`config.mk`:
```
export PLATFORM = sky130hd
export DESIGN_NAME = bgum_modulator
export DESIGN_NICKNAME = d
export VERILOG_FILES = /design/src/rtl/bgum_modulator.v
export VERILOG_INCLUDE_DIRS = /design/src /design/src/rtl
export SDC_FILE = /design/constraint.sdc
export NUM_CORES = 1
export LEC_CHECK = 0
export BUFFER_PORTS_ARGS = -buffer_cell sky130_fd_sc_hd__buf_2
export CORE_UTILIZATION = 55
export CTS_CLUSTER_SIZE = 8
export DETAILED_ROUTE_END_ITERATION = 12
export PLACE_DENSITY = 0.84
export SETUP_SLACK_MARGIN = 0.15
export SLEW_MARGIN = 20
export SYNTH_ARGS = -nofsm -noshare
export SYNTH_HDL_FRONTEND = slang
export SYNTH_SLANG_ARGS = --single-unit
```
`constraint.sdc`:
```
create_clock -name hclk -period 3.7 [get_ports hclk]
set_input_delay 0.185 -clock hclk [delete_from_list [all_inputs] [get_ports hclk]]
set_output_delay 0.185 -clock hclk [all_outputs]
set_load 0.005 [all_outputs]
```
`src/rtl/bgum_regs.vh`:
```
`ifndef BGUM_REGS_VH
`define BGUM_REGS_VH
// Register byte offsets
`define BGUM_CTRL_OFS 8'h00
`define BGUM_BDATA_OFS 8'h04
`define BGUM_FPTR_OFS 8'h08
`define BGUM_STAT_OFS 8'h0C
// Control register fields
`define BGUM_CM_LSB 0
`define BGUM_CM_MSB 2
`define BGUM_MULTI_BIT 5
`define BGUM_LEV_LSB 6
`define BGUM_LEV_MSB 8
`define BGUM_CTRL_RST 9'h000
// Burst buffer geometry
`define BGUM_BUF_BITS 160
`define BGUM_BUF_WORDS 4'hA
`define BGUM_LAST_BIT 8'h9F
// Modulator
`define BGUM_INTERP 16
`define BGUM_WIN_BITS 4
`define BGUM_TAIL_QBITS 32
`define BGUM_TAIL_SAMPLES (`BGUM_TAIL_QBITS * `BGUM_INTERP / 4)
`define BGUM_I_MAX 10'h1FF
// Sample rate: 4.33 MHz from the 10 MHz clock by a fractional accumulator
`define BGUM_CLK_KHZ 10000
`define BGUM_SAMPLE_KHZ 4330
// Power-on settling delay
`define BGUM_SETTLE_NS 5000
`define BGUM_CLK_NS 100
`define BGUM_SETTLE_CYC ((`BGUM_SETTLE_NS + `BGUM_CLK_NS - 1) / `BGUM_CLK_NS)
// Sized forms of the counts above, at the width of the logic that uses them
`define BGUM_SETTLE_LAST 8'h32
`define BGUM_SAMPLE_INC 14'h10EA
`define BGUM_CLK_MOD 14'h2710
`define BGUM_TAIL_LAST 7'h7F
`endif

```
`src/rtl/bgum_modulator.v`:
```
`include "bgum_regs.vh"
`timescale 1ns/1ps
`default_nettype none
module bgum_modulator (
  input wire hclk, // Master clock
  input wire hresetn, // Asynchronous reset, active low
  input wire hsel, // AHB slave select
  input wire [31:0] haddr, // AHB address
  input wire [1:0] htrans, // AHB transfer type
  input wire hwrite, // AHB write
  input wire [2:0] hsize, // AHB size
  input wire [31:0] hwdata, // AHB write data
  input wire hready, // AHB bus ready
  output reg [31:0] hrdata, // AHB read data
  output wire hreadyout, // AHB slave ready
  output wire hresp, // AHB response
  input wire tsp_enable, // Timing serial port enable
  input wire tsp_data, // Timing serial port data
  input wire cmp_i, // I output offset comparator, high when positive
  input wire cmp_q, // Q output offset comparator, high when positive
  output reg [9:0] i_word, // I converter word, two's complement
  output reg [9:0] q_word, // Q converter word, two's complement
  output reg sample_strobe, // Pulse per converter sample
  output reg [5:0] i_offset, // I sub-converter code
  output reg [5:0] q_offset, // Q sub-converter code
  output wire [2:0] output_level_sel, // Output level select
  output wire [2:0] common_mode_sel, // Common-mode select
  output reg path_powered, // Uplink path in power-on mode
  output reg mod_active // Modulation running
);
  // ----------------------------------------
  // Bus slave
  // ----------------------------------------
  reg [8:0] ctrl;
  reg [159:0] buf0;
  reg [159:0] buf1;
  reg [3:0] fill_ptr;
  reg rd_sel;
  reg wr_pend;
  reg [7:0] wr_addr;
  reg tx_power_window;
  reg tx_calibrate_window;
  reg tx_modulate_window;
  reg [31:0] rd_val;
  wire addr_ok = hsel & hready & htrans[1];
  wire multi_burst_select = ctrl[`BGUM_MULTI_BIT];
  wire fill_sel = multi_burst_select ? ~rd_sel : 1'b0;
  assign hreadyout = 1'b1;
  assign hresp = 1'b0;
  assign output_level_sel = ctrl[`BGUM_LEV_MSB:`BGUM_LEV_LSB];
  assign common_mode_sel = ctrl[`BGUM_CM_MSB:`BGUM_CM_LSB];
  always @* begin
    case (haddr[7:0])
      `BGUM_CTRL_OFS: rd_val = {23'h000000, ctrl};
      `BGUM_FPTR_OFS: rd_val = {27'h0000000, fill_sel, fill_ptr};
      `BGUM_STAT_OFS: rd_val = {12'h000, i_offset, q_offset, rd_sel,
        tx_power_window, tx_calibrate_window, tx_modulate_window,
        path_powered, mod_active, 2'h0};
      default: rd_val = 32'h00000000;
    endcase
  end
  always @(posedge hclk or negedge hresetn) begin
    if (!hresetn) begin
      wr_pend <= 1'b0;
      wr_addr <= 8'h00;
      hrdata <= 32'h00000000;
    end else begin
      wr_pend <= addr_ok & hwrite;
      if (addr_ok) begin
        wr_addr <= haddr[7:0];
      end
      if (addr_ok & ~hwrite) begin
        hrdata <= rd_val;
      end
    end
  end
  // ----------------------------------------
  // Timing port, settling and sample clock
  // ----------------------------------------
  reg tsp_phase;
  reg tsp_en_d;
  reg [2:0] tsp_shift;
  always @(posedge hclk or negedge hresetn) begin
    if (!hresetn) begin
      tsp_phase <= 1'b0;
      tsp_en_d <= 1'b0;
      tsp_shift <= 3'h0;
      tx_power_window <= 1'b0;
      tx_calibrate_window <= 1'b0;
      tx_modulate_window <= 1'b0;
    end else begin
      tsp_phase <= ~tsp_phase;
      if (tsp_phase) begin
        tsp_en_d <= tsp_enable;
        if (tsp_enable) begin
          tsp_shift <= {tsp_shift[1:0], tsp_data};
        end
        if (tsp_en_d & ~tsp_enable) begin
          tx_power_window <= tsp_shift[2];
          tx_calibrate_window <= tsp_shift[1];
          tx_modulate_window <= tsp_shift[0];
        end
      end
    end
  end
  reg [7:0] settle_cnt;
  reg [13:0] rate_acc;
  wire [13:0] rate_sum = rate_acc + `BGUM_SAMPLE_INC;
  always @(posedge hclk or negedge hresetn) begin
    if (!hresetn) begin
      settle_cnt <= 8'h00;
      path_powered <= 1'b0;
      rate_acc <= 14'h0000;
      sample_strobe <= 1'b0;
    end else begin
      if (!tx_power_window) begin
        settle_cnt <= 8'h00;
        path_powered <= 1'b0;
      end else if (settle_cnt == `BGUM_SETTLE_LAST) begin
        path_powered <= 1'b1;
      end else begin
        settle_cnt <= settle_cnt + 8'h01;
      end
      if (rate_sum >= `BGUM_CLK_MOD) begin
        rate_acc <= rate_sum - `BGUM_CLK_MOD;
        sample_strobe <= 1'b1;
      end else begin
        rate_acc <= rate_sum;
        sample_strobe <= 1'b0;
      end
    end
  end
  // ----------------------------------------
  // Modulator and sine table
  // ----------------------------------------
  function [9:0] qsin;
    input [4:0] k;
    begin
      case (k)
        5'h00: qsin = 10'h000;
        5'h01: qsin = 10'h032;
        5'h02: qsin = 10'h064;
        5'h03: qsin = 10'h094;
        5'h04: qsin = 10'h0C4;
        5'h05: qsin = 10'h0F1;
        5'h06: qsin = 10'h11C;
        5'h07: qsin = 10'h145;
        5'h08: qsin = 10'h169;
        5'h09: qsin = 10'h18B;
        5'h0A: qsin = 10'h1A9;
        5'h0B: qsin = 10'h1C3;
        5'h0C: qsin = 10'h1D8;
        5'h0D: qsin = 10'h1E9;
        5'h0E: qsin = 10'h1F5;
        5'h0F: qsin = 10'h1FD;
        default: qsin = `BGUM_I_MAX;
      endcase
    end
  endfunction
  function [9:0] fsin;
    input [5:0] p;
    reg [4:0] k;
    begin
      k = {1'b0, p[3:0]};
      case (p[5:4])
        2'h0: fsin = qsin(k);
        2'h1: fsin = qsin(5'h10 - k);
        2'h2: fsin = 10'h000 - qsin(k);
        default: fsin = 10'h000 - qsin(5'h10 - k);
      endcase
    end
  endfunction
  reg [7:0] bit_ptr;
  reg [3:0] samp_idx;
  reg [3:0] window;
  reg [9:0] phase;
  reg [6:0] tail_cnt;
  reg in_tail;
  reg mod_win_d;
  wire [5:0] step = (window[0] ? 6'h02 : 6'h3E) + (window[1] ? 6'h06 : 6'h3A) +
    (window[2] ? 6'h06 : 6'h3A) + (window[3] ? 6'h02 : 6'h3E);
  wire next_bit;
  wire [159:0] rd_buf;
  wire [5:0] cos_idx;
  wire mod_end;
  assign rd_buf = (multi_burst_select & rd_sel) ? buf1 : buf0;
  assign next_bit = (bit_ptr <= `BGUM_LAST_BIT) ? rd_buf[bit_ptr] : 1'b0;
  assign cos_idx = phase[9:4] + 6'h10;
  assign mod_end = mod_active & in_tail & sample_strobe &
    (tail_cnt == `BGUM_TAIL_LAST);
  always @(posedge hclk or negedge hresetn) begin
    if (!hresetn) begin
      mod_active <= 1'b0;
      mod_win_d <= 1'b0;
      in_tail <= 1'b0;
      tail_cnt <= 7'h00;
      bit_ptr <= 8'h00;
      samp_idx <= 4'h0;
      window <= 4'h0;
      phase <= 10'h000;
      rd_sel <= 1'b0;
      i_word <= `BGUM_I_MAX;
      q_word <= 10'h000;
      i_offset <= 6'h20;
      q_offset <= 6'h20;
    end else begin
      mod_win_d <= tx_modulate_window;
      if (tx_modulate_window & ~mod_win_d & path_powered & ~mod_active) begin
        mod_active <= 1'b1;
        in_tail <= 1'b0;
        tail_cnt <= 7'h00;
      end
      if (mod_active & ~tx_modulate_window) begin
        in_tail <= 1'b1;
      end
      if (mod_active & sample_strobe) begin
        samp_idx <= samp_idx + 4'h1;
        if (samp_idx == 4'hF) begin
          window <= {window[2:0], next_bit};
          if (bit_ptr <= `BGUM_LAST_BIT) begin
            bit_ptr <= bit_ptr + 8'h01;
          end
        end
        phase <= phase + {{4{step[5]}}, step};
        i_word <= fsin(cos_idx);
        q_word <= fsin(phase[9:4]);
        if (in_tail | ~tx_modulate_window) begin
          tail_cnt <= tail_cnt + 7'h01;
        end
      end
      if (mod_end) begin
        mod_active <= 1'b0;
        in_tail <= 1'b0;
        bit_ptr <= 8'h00;
        samp_idx <= 4'h0;
        window <= 4'h0;
        phase <= 10'h000;
        i_word <= `BGUM_I_MAX;
        q_word <= 10'h000;
        if (multi_burst_select) begin
          rd_sel <= ~rd_sel;
        end
      end
      if (tx_calibrate_window & path_powered & ~mod_active) begin
        i_word <= 10'h000;
        q_word <= 10'h000;
        if (sample_strobe) begin
          if (cmp_i & (i_offset != 6'h00)) begin
            i_offset <= i_offset - 6'h01;
          end else if (~cmp_i & (i_offset != 6'h3F)) begin
            i_offset <= i_offset + 6'h01;
          end
          if (cmp_q & (q_offset != 6'h00)) begin
            q_offset <= q_offset - 6'h01;
          end else if (~cmp_q & (q_offset != 6'h3F)) begin
            q_offset <= q_offset + 6'h01;
          end
        end
      end
    end
  end
  // ----------------------------------------
  // Register writes and burst loading
  // ----------------------------------------
  always @(posedge hclk or negedge hresetn) begin
    if (!hresetn) begin
      ctrl <= `BGUM_CTRL_RST;
      fill_ptr <= 4'h0;
      buf0 <= 160'h0;
      buf1 <= 160'h0;
    end else begin
      if (mod_end & multi_burst_select) begin
        fill_ptr <= 4'h0;
      end
      if (wr_pend) begin
        case (wr_addr)
          `BGUM_CTRL_OFS: ctrl <= hwdata[8:0];
          `BGUM_FPTR_OFS: fill_ptr <= hwdata[3:0];
          `BGUM_BDATA_OFS: begin
            if (fill_ptr < `BGUM_BUF_WORDS) begin
              if (fill_sel) begin
                buf1[fill_ptr * 16 +: 16] <= hwdata[15:0];
              end else begin
                buf0[fill_ptr * 16 +: 16] <= hwdata[15:0];
              end
              fill_ptr <= fill_ptr + 4'h1;
            end
          end
          default: ;
        endcase
      end
    end
  end
endmodule
`default_nettype wire

```
==> impl_metrics.sql, run 1 <==
INSERT INTO impl_metrics (metric_group, metric, value, unit) VALUES
('finish', 'post_route_cells_drive_above_1_share', '0.243', ''),
('timing', 'relSlewSlack', '0.317', ''),
('timing', 'tightestPinTransition', '1.02', 'ns'),
('worst_setup_path', 'worst_ep_required_time', '4.21', 'ns'),
('grt', 'grt_start_max_net_pins', '118', ''),
('clock_network', 'clock-root-buffer', 'clkbuf_16', ''),
('logic_synthesis', 'ys_async_sr_fraction', '1.00', ''),
('timing', 'final-setup-viol-count', '2', ''),
('floorplan', 'fp.coreArea', '0.0422', 'mm²'),
('detailed_routing', 'detailed_route_wl', '64200', 'µm'),
('logic_synthesis', 'post_synth.cell_area_avg', '10.5', 'µm²'),
('detailed_routing', 'detailedRoute.firstIterationViolations', '1760', ''),
('logic_synthesis', 'synth_top_flop_cell', 'dfrtp_1', ''),
('floorplan', 'effective_utilization_at_floorplan', '0.562', ''),
('floorplan', 'floorplan.die.width', '210', 'µm'),
('finish', 'fin_nets', '2495', ''),
('clock_network', 'tritoncts', 'done', ''),
('worst_setup_path', 'flop_to_flop_setup_slack', '-0.09', 'ns'),
('clock_network', 'cts-htree-levels', '3', ''),
('detailed_routing', 'drt_pre_antenna_iters', '6', ''),
('outcome', 'status', 'complete, but fails checks', ''),
('outcome', 'failed_checks', 'setup timing', ''),
('pwr', 'power.density', '423', 'mW/mm²'),
('finish', 'diodes', '0', ''),
('timing', 'finalWorstSetupSlack', '-0.0894', 'ns'),
('worst_setup_path', 'worst_ep_arrival', '4.30', 'ns'),
('clock_network', 'cts_made_buffers', '67', ''),
('grt', 'antenna_found_initial', '0', ''),
('detailed_routing', 'route.detailed.vias_per_inst', '6.43', ''),
('worst_setup_path', 'setup.worst_path.start_class', 'flip-flop', ''),
('timing', 'final.setup_skew', '0.0228', 'ns'),
('worst_hold_path', 'hold_path.class', 'in -> reg', ''),
('finish', 'instances_no_fill', '2921', ''),
('grt', 'grt_pass1_wl', '103000', 'µm'),
('logic_synthesis', 'yosysWarningCount', '0', ''),
('worst_setup_path', 'cp_capture_type', 'flip-flop', ''),
('floorplan', 'die_height', '210', 'µm'),
('timing', 'final.period_utilization', '1.02', ''),
('floorplan', 'ports', '153', ''),
('grt', 'grt.overflow.total', '0', ''),
('grt', 'globalRouteTotalUtil', '0.295', ''),
('logic_synthesis', 'netlist.top_cell.by_area', 'dfrtp_1', ''),
('worst_hold_path', 'worst_hold_path.num_cells', '2', ''),
('place', 'place.port_buffers', '94', ''),
('finish', 'area.growth.synth_to_final', '13.9', '%'),
('logic_synthesis', 'post_synth_num_cell_types', '82', ''),
('clock_network', 'worst_skew_pair.late_latency', '0.60', 'ns'),
('logic_synthesis', 'synth.top_cell.area_share', '0.473', ''),
('timing', 'timing.final.max_slew_violations', '0', ''),
('detailed_routing', 'detail_route.wl_per_cell', '22.0', 'µm'),
('logic_synthesis', 'syn-cell-area', '0.0237', 'mm²'),
('timing', 'final_period_minus_worst_setup_slack', '3.79', 'ns'),
('detailed_routing', 'dr_total_vias', '18800', ''),
('pwr', 'peak_supply_drop', '0.423', 'mV'),
('worst_setup_path', 'rr_worst_depth', '17', ''),
('logic_synthesis', 'seq_area_frac_synth', '0.486', ''),
('worst_hold_path', 'min_delay_src', 'haddr[3]', ''),
('floorplan', 'fp.dieArea', '0.0440', 'mm²'),
('worst_setup_path', 'r2r-start', 'window[1]$_DFFE_PN0P_', ''),
('logic_synthesis', 'synth-edff-count', '0', ''),
('finish', 'utilization', '0.640', ''),
('worst_hold_path', 'hold_end', 'wr_addr[3]$_DFFE_PN0P_', ''),
('clock_network', 'ctsLongestPathBuffers', '3', ''),
('worst_setup_path', 'regToRegEndpoint', 'phase[9]$_DFFE_PN0P_', ''),
('clock_network', 'cts_sinks', '460', ''),
('place', 'post-place-cells', '2815', ''),
('logic_synthesis', 'syn_inst', '2253', ''),
('place', 'detailedPlacementHpwl', '40300', 'µm'),
('grt', 'grt_pass1_vias', '19300', ''),
('timing', 'max_freq', '0.264', 'GHz'),
('pwr', 'leakage_power_total', '0.0122', 'µW'),
('worst_setup_path', 'crit_fanout', '3', ''),
('floorplan', 'placement_rows', '75', ''),
('logic_synthesis', 'synth.top_cells.by_area', 'dfrtp_1, mux2_2, nand2_1', ''),
('worst_setup_path', 'worst-setup-path-type', 'reg -> reg', ''),
('logic_synthesis', 'synth-seq-cells', '460', ''),
('detailed_routing', 'route.detailed.drc', '0', ''),
('detailed_routing', 'route.antenna.remaining_nets', '0', ''),
('place', 'gp_congestion', '0.903', ''),
('timing', 'grt_setup_unrepaired', 'yes', ''),
('timing', 'final-hold-violation-count', '0', ''),
('clock_network', 'clock_transition_time_at_the_flip_flop_clock_pins_of_the_worst_setup_and_hold_paths', '0.05', 'ns'),
('flow_run', 'max_cap_viol_count', '0', '');
==> how the worst max path moves through the flow <==
stage,start,end,slack [ns],cells after the start
finish,window[1]$_DFFE_PN0P_,phase[9]$_DFFE_PN0P_,-0.09,17
global route,window[1]$_DFFE_PN0P_,phase[9]$_DFFE_PN0P_,-0.26,17
CTS,window[0]$_DFFE_PN0P_,phase[9]$_DFFE_PN0P_,-0.07,16
detailed placement,window[1]$_DFFE_PN0P_,phase[9]$_DFFE_PN0P_,-0.12,17
global placement,window[0]$_DFFE_PN0P_,phase[9]$_DFFE_PN0P_,-0.02,16
floorplan,window[1]$_DFFE_PN0P_,phase[9]$_DFFE_PN0P_,-0.1,17
==> where the power goes <==
part / total (µW) / switching [µW] / internal, µW
logic: 579 / 370 / 210
registers: 5310 / 115 / 5190
clock network: 5540 / 2210 / 3330
==> flip-flops by register name, indices dropped and copies added, names as in the netlist, 4 cells and up <==
register	count
q_offset	6
rate_acc	13
tail_cnt	7
bit_ptr	8
fill_ptr	4
buf0	160
i_word	10
window	4
buf1	160
phase	8
hrdata	20
samp_idx	4
wr_addr	8
q_word	10
settle_cnt	8
ctrl	9
i_offset	6
==> layout by cell type (no fill, tap or decap), types with 44 or more instances in the layout <==
master / n
nand3_1: 83
clkbuf_16: 68
mux2i_1: 44
a21oi_1: 50
nand2_1: 365
buf_2: 93
inv_1: 49
dfrtp_1: 448
mux2_2: 229
buf_4: 78
o21ai_0: 151
nor2_1: 96
==> critical path, stage by stage (launching register included) <==
cell and delay, ns:
dfrtp_1 0.35, inv_2 0.06, fa_1 0.53, fa_1 0.54, inv_2 0.05, ha_4 0.21, ha_4 0.16, xnor2_2 0.15
xnor2_2 0.15, xnor2_2 0.25, ha_1 0.29, inv_2 0.06, o21bai_1 0.07, a21oi_2 0.20, o21ai_2 0.09, xnor2_2 0.14
or3_1 0.34, o21ai_1 0.07
==> per-stage QoR <==
stage | power [µW] | instance area (µm²) | TNS (ns) | hold WS (ns) | setup slack (ns)
global route | 11800 | 27000 | -0.481 | 0.0328 | -0.262
CTS | 11500 | 26900 | -0.0749 | 0.00956 | -0.0749
detailed placement | 5930 | 24900 | -0.120 | 0.333 | -0.120
global placement | 5900 | 24900 | -0.0207 | 0.312 | -0.0207
finish | 11400 | 27000 | -0.102 | 0.0406 | -0.0894
floorplan | 5660 | 23800 | -0.0971 | -0.111 | -0.0971
==> Yosys cell counts (all sizes together), types with 19 or more instances <==
| master | instances |
|---|---|
| and3 | 22 |
| nand2 | 366 |
| clkbuf | 99 |
| inv | 55 |
| o21ai | 174 |
| mux2 | 251 |
| mux4 | 33 |
| nand3 | 83 |
| dfrtp | 449 |
| buf | 61 |
| nand4 | 26 |
| mux2i | 44 |
| a21oi | 54 |
| ha | 43 |
| xor2 | 21 |
| nor2 | 101 |
| xnor2 | 40 |
| nor3 | 22 |
| a32oi | 19 |
| a31oi | 28 |
==> cells by family (layout without fill, tap and decap cells) <==
group / count (synthesis) / in the layout / share of synthesized area
AO/OA/AOI/OAI: 430 / 430 / 0.117
flip-flops: 460 / 460 / 0.486
other: 2 / 14 / 0.000316
XOR/XNOR: 61 / 61 / 0.0225
multiplexers: 328 / 328 / 0.169
AND/OR/NAND/NOR: 704 / 704 / 0.136
adder cells (fa/ha/maj): 51 / 51 / 0.0294
buffers and inverters: 217 / 334 / 0.0401
==> per-layer routing <==
| metal | vias to the layer above | wire length [µm] | track usage |
|---|---|---|---|
| met5 | - | 0 | 0 |
| met3 | 223 | 5890 | 0.0678 |
| met2 | 924 | 30900 | 0.481 |
| met1 | 9411 | 24700 | 0.376 |
| li1 | 8221 | - | - |
| met4 | 0 | 2670 | 0.136 |
==> timing repair <==
action,in CTS,in global routing
setup endpoints to repair,3,8
gates cloned,0,0
gates resized for setup,7,13
endpoints found under the hold margin,119,0
buffers inserted,5,5
pin swaps,12,11
hold buffers,11,0
==> area by class of cell <==
class                   count  area (µm²)
clock inverters             6         111
repair buffers            192        1340
well taps                 539         674
multi-input cells        1588       11400
inverters                  57         214
flip-flops and latches    460       11500
fillers                  3087       15200
clock buffers              79        1750
(Power assumes the default switching activity.)
==> inputs of run 2 (changes only) <==
--- a/config.mk
+++ b/config.mk
@@ -6,12 +6,13 @@
 export SDC_FILE = /design/constraint.sdc
 export NUM_CORES = 1
 export LEC_CHECK = 0
+export ABC_AREA = 1
 export BUFFER_PORTS_ARGS = -buffer_cell sky130_fd_sc_hd__buf_2
-export CORE_UTILIZATION = 55
+export CORE_UTILIZATION = 56
 export CTS_CLUSTER_SIZE = 8
 export DETAILED_ROUTE_END_ITERATION = 12
-export PLACE_DENSITY = 0.84
-export SETUP_SLACK_MARGIN = 0.15
+export PLACE_DENSITY = 0.85
+export SETUP_SLACK_MARGIN = 0.2
 export SLEW_MARGIN = 20
 export SYNTH_ARGS = -nofsm -noshare
 export SYNTH_HDL_FRONTEND = slang
==> run 2 against run 1 <==
The flow now finishes without violations. Wire length rose by 3.3%. Critical path depth down 1. Via count increased by 18%. Clock-buffer cell count is 14 higher. Largest cell class unchanged. Final cell count is 31% higher. Area after synthesis up 2.4%. Largest power group is now combinational logic.
==> impl_metrics.sql, run 2 <==
INSERT INTO impl_metrics (metric_group, metric, value, unit) VALUES
('timing', 'finalWorstSetupSlack', '0.139', 'ns'),
('floorplan', 'placement_rows', '75', ''),
('timing', 'final_period_minus_worst_setup_slack', '3.56', 'ns'),
('logic_synthesis', 'yosysWarningCount', '0', ''),
('worst_setup_path', 'setup.worst_path.start_class', 'flip-flop', ''),
('clock_network', 'worst_skew_pair.late_latency', '0.58', 'ns'),
('worst_setup_path', 'worst_ep_required_time', '4.13', 'ns'),
('clock_network', 'cts-htree-levels', '3', ''),
('finish', 'largest_registers', 'buf0 x160, buf1 x160, hrdata x20', ''),
('floorplan', 'fp.dieArea', '0.0442', 'mm²'),
('timing', 'relSlewSlack', '0.208', ''),
('grt', 'grt_start_max_net_pins', '98', ''),
('clock_network', 'tritoncts', 'done', ''),
('timing', 'final.setup_skew', '0.0140', 'ns'),
('logic_synthesis', 'synth_top_flop_cell', 'dfrtp_1', ''),
('grt', 'antenna_found_initial', '0', ''),
('place', 'gp_congestion', '0.922', ''),
('finish', 'post_route_cells_drive_above_1_share', '0.0998', ''),
('place', 'place.port_buffers', '94', ''),
('grt', 'grt.overflow.total', '0', ''),
('timing', 'final.period_utilization', '0.962', ''),
('place', 'detailedPlacementHpwl', '40000', 'µm'),
('logic_synthesis', 'post_synth.cell_area_avg', '7.70', 'µm²'),
('finish', 'layout.cells.most_common', 'nand2_1', ''),
('worst_setup_path', 'worst-setup-path-type', 'reg -> reg', ''),
('floorplan', 'ports', '153', ''),
('worst_setup_path', 'cp_capture_type', 'flip-flop', ''),
('detailed_routing', 'detailed_route_wl', '66300', 'µm'),
('logic_synthesis', 'synth-edff-count', '0', ''),
('logic_synthesis', 'netlist.top_cell.by_area', 'dfrtp_1', ''),
('clock_network', 'ctsLongestPathBuffers', '3', ''),
('floorplan', 'floorplan.die.width', '210', 'µm'),
('logic_synthesis', 'synth.top_cell.area_share', '0.462', ''),
('grt', 'globalRouteTotalUtil', '0.307', ''),
('timing', 'tightestPinTransition', '1.19', 'ns'),
('timing', 'timing.final.max_slew_violations', '0', ''),
('clock_network', 'clock-root-buffer', 'clkbuf_16', ''),
('detailed_routing', 'dr_total_vias', '22100', ''),
('logic_synthesis', 'synth-seq-cells', '460', ''),
('finish', 'fin_nets', '3341', ''),
('worst_hold_path', 'hold_path.class', 'in -> reg', ''),
('detailed_routing', 'detail_route.wl_per_cell', '17.4', 'µm'),
('floorplan', 'die_height', '210', 'µm'),
('logic_synthesis', 'seq_area_frac_synth', '0.474', ''),
('detailed_routing', 'route.detailed.drc', '0', ''),
('finish', 'num-fill-cells', '3398', ''),
('clock_network', 'cts_made_buffers', '67', ''),
('clock_network', 'cts_sinks', '460', ''),
('place', 'dp_slack', '0.0396', 'ns'),
('finish', 'utilization', '0.645', ''),
('logic_synthesis', 'syn-cell-area', '0.0243', 'mm²'),
('detailed_routing', 'drt_pre_antenna_iters', '6', ''),
('timing', 'max_freq', '0.281', 'GHz'),
('finish', 'instances_no_fill', '3814', ''),
('detailed_routing', 'route.antenna.remaining_nets', '0', ''),
('detailed_routing', 'route.detailed.vias_per_inst', '5.80', ''),
('timing', 'final-hold-violation-count', '0', ''),
('grt', 'grt_pass1_vias', '21200', ''),
('grt', 'grt_pass1_wl', '109000', 'µm'),
('clock_network', 'clock_transition_time_at_the_flip_flop_clock_pins_of_the_worst_setup_and_hold_paths', '0.06', 'ns'),
('pwr', 'peak_supply_drop', '0.852', 'mV'),
('floorplan', 'fp.coreArea', '0.0423', 'mm²'),
('logic_synthesis', 'yosys.cell_count.top_type', 'nand2_1', ''),
('timing', 'final-setup-viol-count', '0', ''),
('logic_synthesis', 'synth.top_cells.by_area', 'dfrtp_1, nand2_1, nand3_1', ''),
('logic_synthesis', 'post_synth_num_cell_types', '61', ''),
('place', 'post-place-cells', '3697', ''),
('detailed_routing', 'detailedRoute.firstIterationViolations', '2159', ''),
('finish', 'diodes', '0', ''),
('outcome', 'status', 'complete, no violations', ''),
('flow_run', 'max_cap_viol_count', '0', ''),
('logic_synthesis', 'ys_async_sr_fraction', '1.00', ''),
('finish', 'area.growth.synth_to_final', '12.4', '%'),
('pwr', 'leakage_power_total', '0.0144', 'µW'),
('logic_synthesis', 'synth_commonest_cells', 'nand2_1, dfrtp_1, nand3_1', ''),
('worst_setup_path', 'crit_fanout', '4', ''),
('finish', 'commonest_cells_after_routing_fill_and_taps_aside', 'nand2_1, dfrtp_1, nand3_1', ''),
('timing', 'grt_setup_unrepaired', 'yes', ''),
('logic_synthesis', 'syn_inst', '3156', ''),
('worst_setup_path', 'worst_ep_arrival', '4.00', 'ns'),
('pwr', 'power.density', '728', 'mW/mm²'),
('floorplan', 'effective_utilization_at_floorplan', '0.574', '');
[run 2: cell count changes in the layout (fill, tap and decap cells not counted), moves of 27 or more]
cell     previous run  this run
inv_1              49       267
nor3_1             20        49
mux4_2             33         0
nand2_1           365       940
mux2_2            229         2
buf_4              78        49
a31oi_1            28         1
nand3_1            83       444
o21ai_1            22       284
mux2i_1            44         1
[run 2: critical path, stage by stage (launching register included)]
cell and delay (ns):
dfrtp_1 0.40, inv_2 0.08, fa_2 0.47, fa_1 0.57, inv_2 0.05, ha_4 0.22, ha_4 0.17, xnor2_4 0.12
xnor2_2 0.28, buf_4 0.20, ha_4 0.21, a21oi_2 0.16, nor2_1 0.07, o21ai_1 0.11, nand2_1 0.07, xnor2_1 0.14
o22ai_1 0.08
[run 2: through the flow]
step	hold slack, ns	setup TNS (ns)	total power, µW	cell area (µm²)
3_5_place_dp	0.229	0	13500	25100
5_1_grt	0.0190	-0.0103	21000	27300
3_3_place_gp	0.230	0	13300	25100
2_1_floorplan	-0.111	0	11400	24400
6_report	0.0235	0	19900	27300
4_1_cts	0.00107	0	19400	27200
[run 2: power breakdown]
part	leakage (µW)	total (µW)	internal (µW)	switching, µW
Sequential	0.00450	5950	5530	415
Combinational	0.00894	8270	3030	5240
Clock	0.000927	5660	3510	2150
[run 2: cell families (layout without fill, tap and decap cells)]
kind of cell    Yosys count  after routing  share of synthesized area
simple gates           1574           1574                      0.280
fa+ha+maj                51             51                     0.0287
other cells               2             14                   0.000309
buf+inv                 486            555                     0.0840
flops                   460            460                      0.474
compound gates          536            536                      0.115
xor+xnor                 44             44                     0.0168
mux                       3              3                    0.00134
[run 2: worst paths after layout]
| check | from | endpoint | slack [ns] | cells past startpoint |
|---|---|---|---|---|
| min in group asynchronous | hresetn | buf0[105]$_DFFE_PN0P_ | 0.20 | 2 |
| max reg2reg | window[2]$_DFFE_PN0P_ | phase[9]$_DFFE_PN0P_ | 0.14 | 16 |
| max | window[2]$_DFFE_PN0P_ | phase[9]$_DFFE_PN0P_ | 0.14 | 16 |
| max in group asynchronous | hresetn | window[0]$_DFFE_PN0P_ | 2.46 | 3 |
| min reg2reg | rate_acc[1]$_DFF_PN0_ | rate_acc[1]$_DFF_PN0_ | 0.45 | 1 |
| min | hwdata[7] | buf1[71]$_DFFE_PN0P_ | 0.02 | 3 |
[run 2: cell type report]
| class | count | area, µm² | area share |
|---|---|---|---|
| Sequential cell | 460 | 11500 | 0.422 |
| Multi-Input combinational cell | 2222 | 10900 | 0.399 |
| Clock buffer | 93 | 1900 | 0.0697 |
| Timing Repair Buffer | 166 | 1150 | 0.0421 |
| Inverter | 295 | 1110 | 0.0406 |
| Tap cell | 577 | 722 | 0.0264 |
| Clock inverter | 1 | 5.00 | 0.000183 |
[run 2: repair_timing]
| action | CTS | global route |
|---|---|---|
| pin swaps | 4 | 13 |
| gates cloned | 0 | 0 |
| hold buffers | 15 | 0 |
| endpoints found under the hold margin | 94 | 0 |
| gates resized for setup | 3 | 18 |
| setup endpoints to repair | 2 | 5 |
| setup buffers | 5 | 3 |
[run 2: routing by layer]
metal | global-route usage | vias to the layer above | share of wire
li1 | - | 10400 | -
met4 | 0.117 | 0 | 0.033
met1 | 0.413 | 10500 | 0.41
met2 | 0.487 | 1103 | 0.46
met3 | 0.0675 | 187 | 0.10
met5 | 0 | - | 0
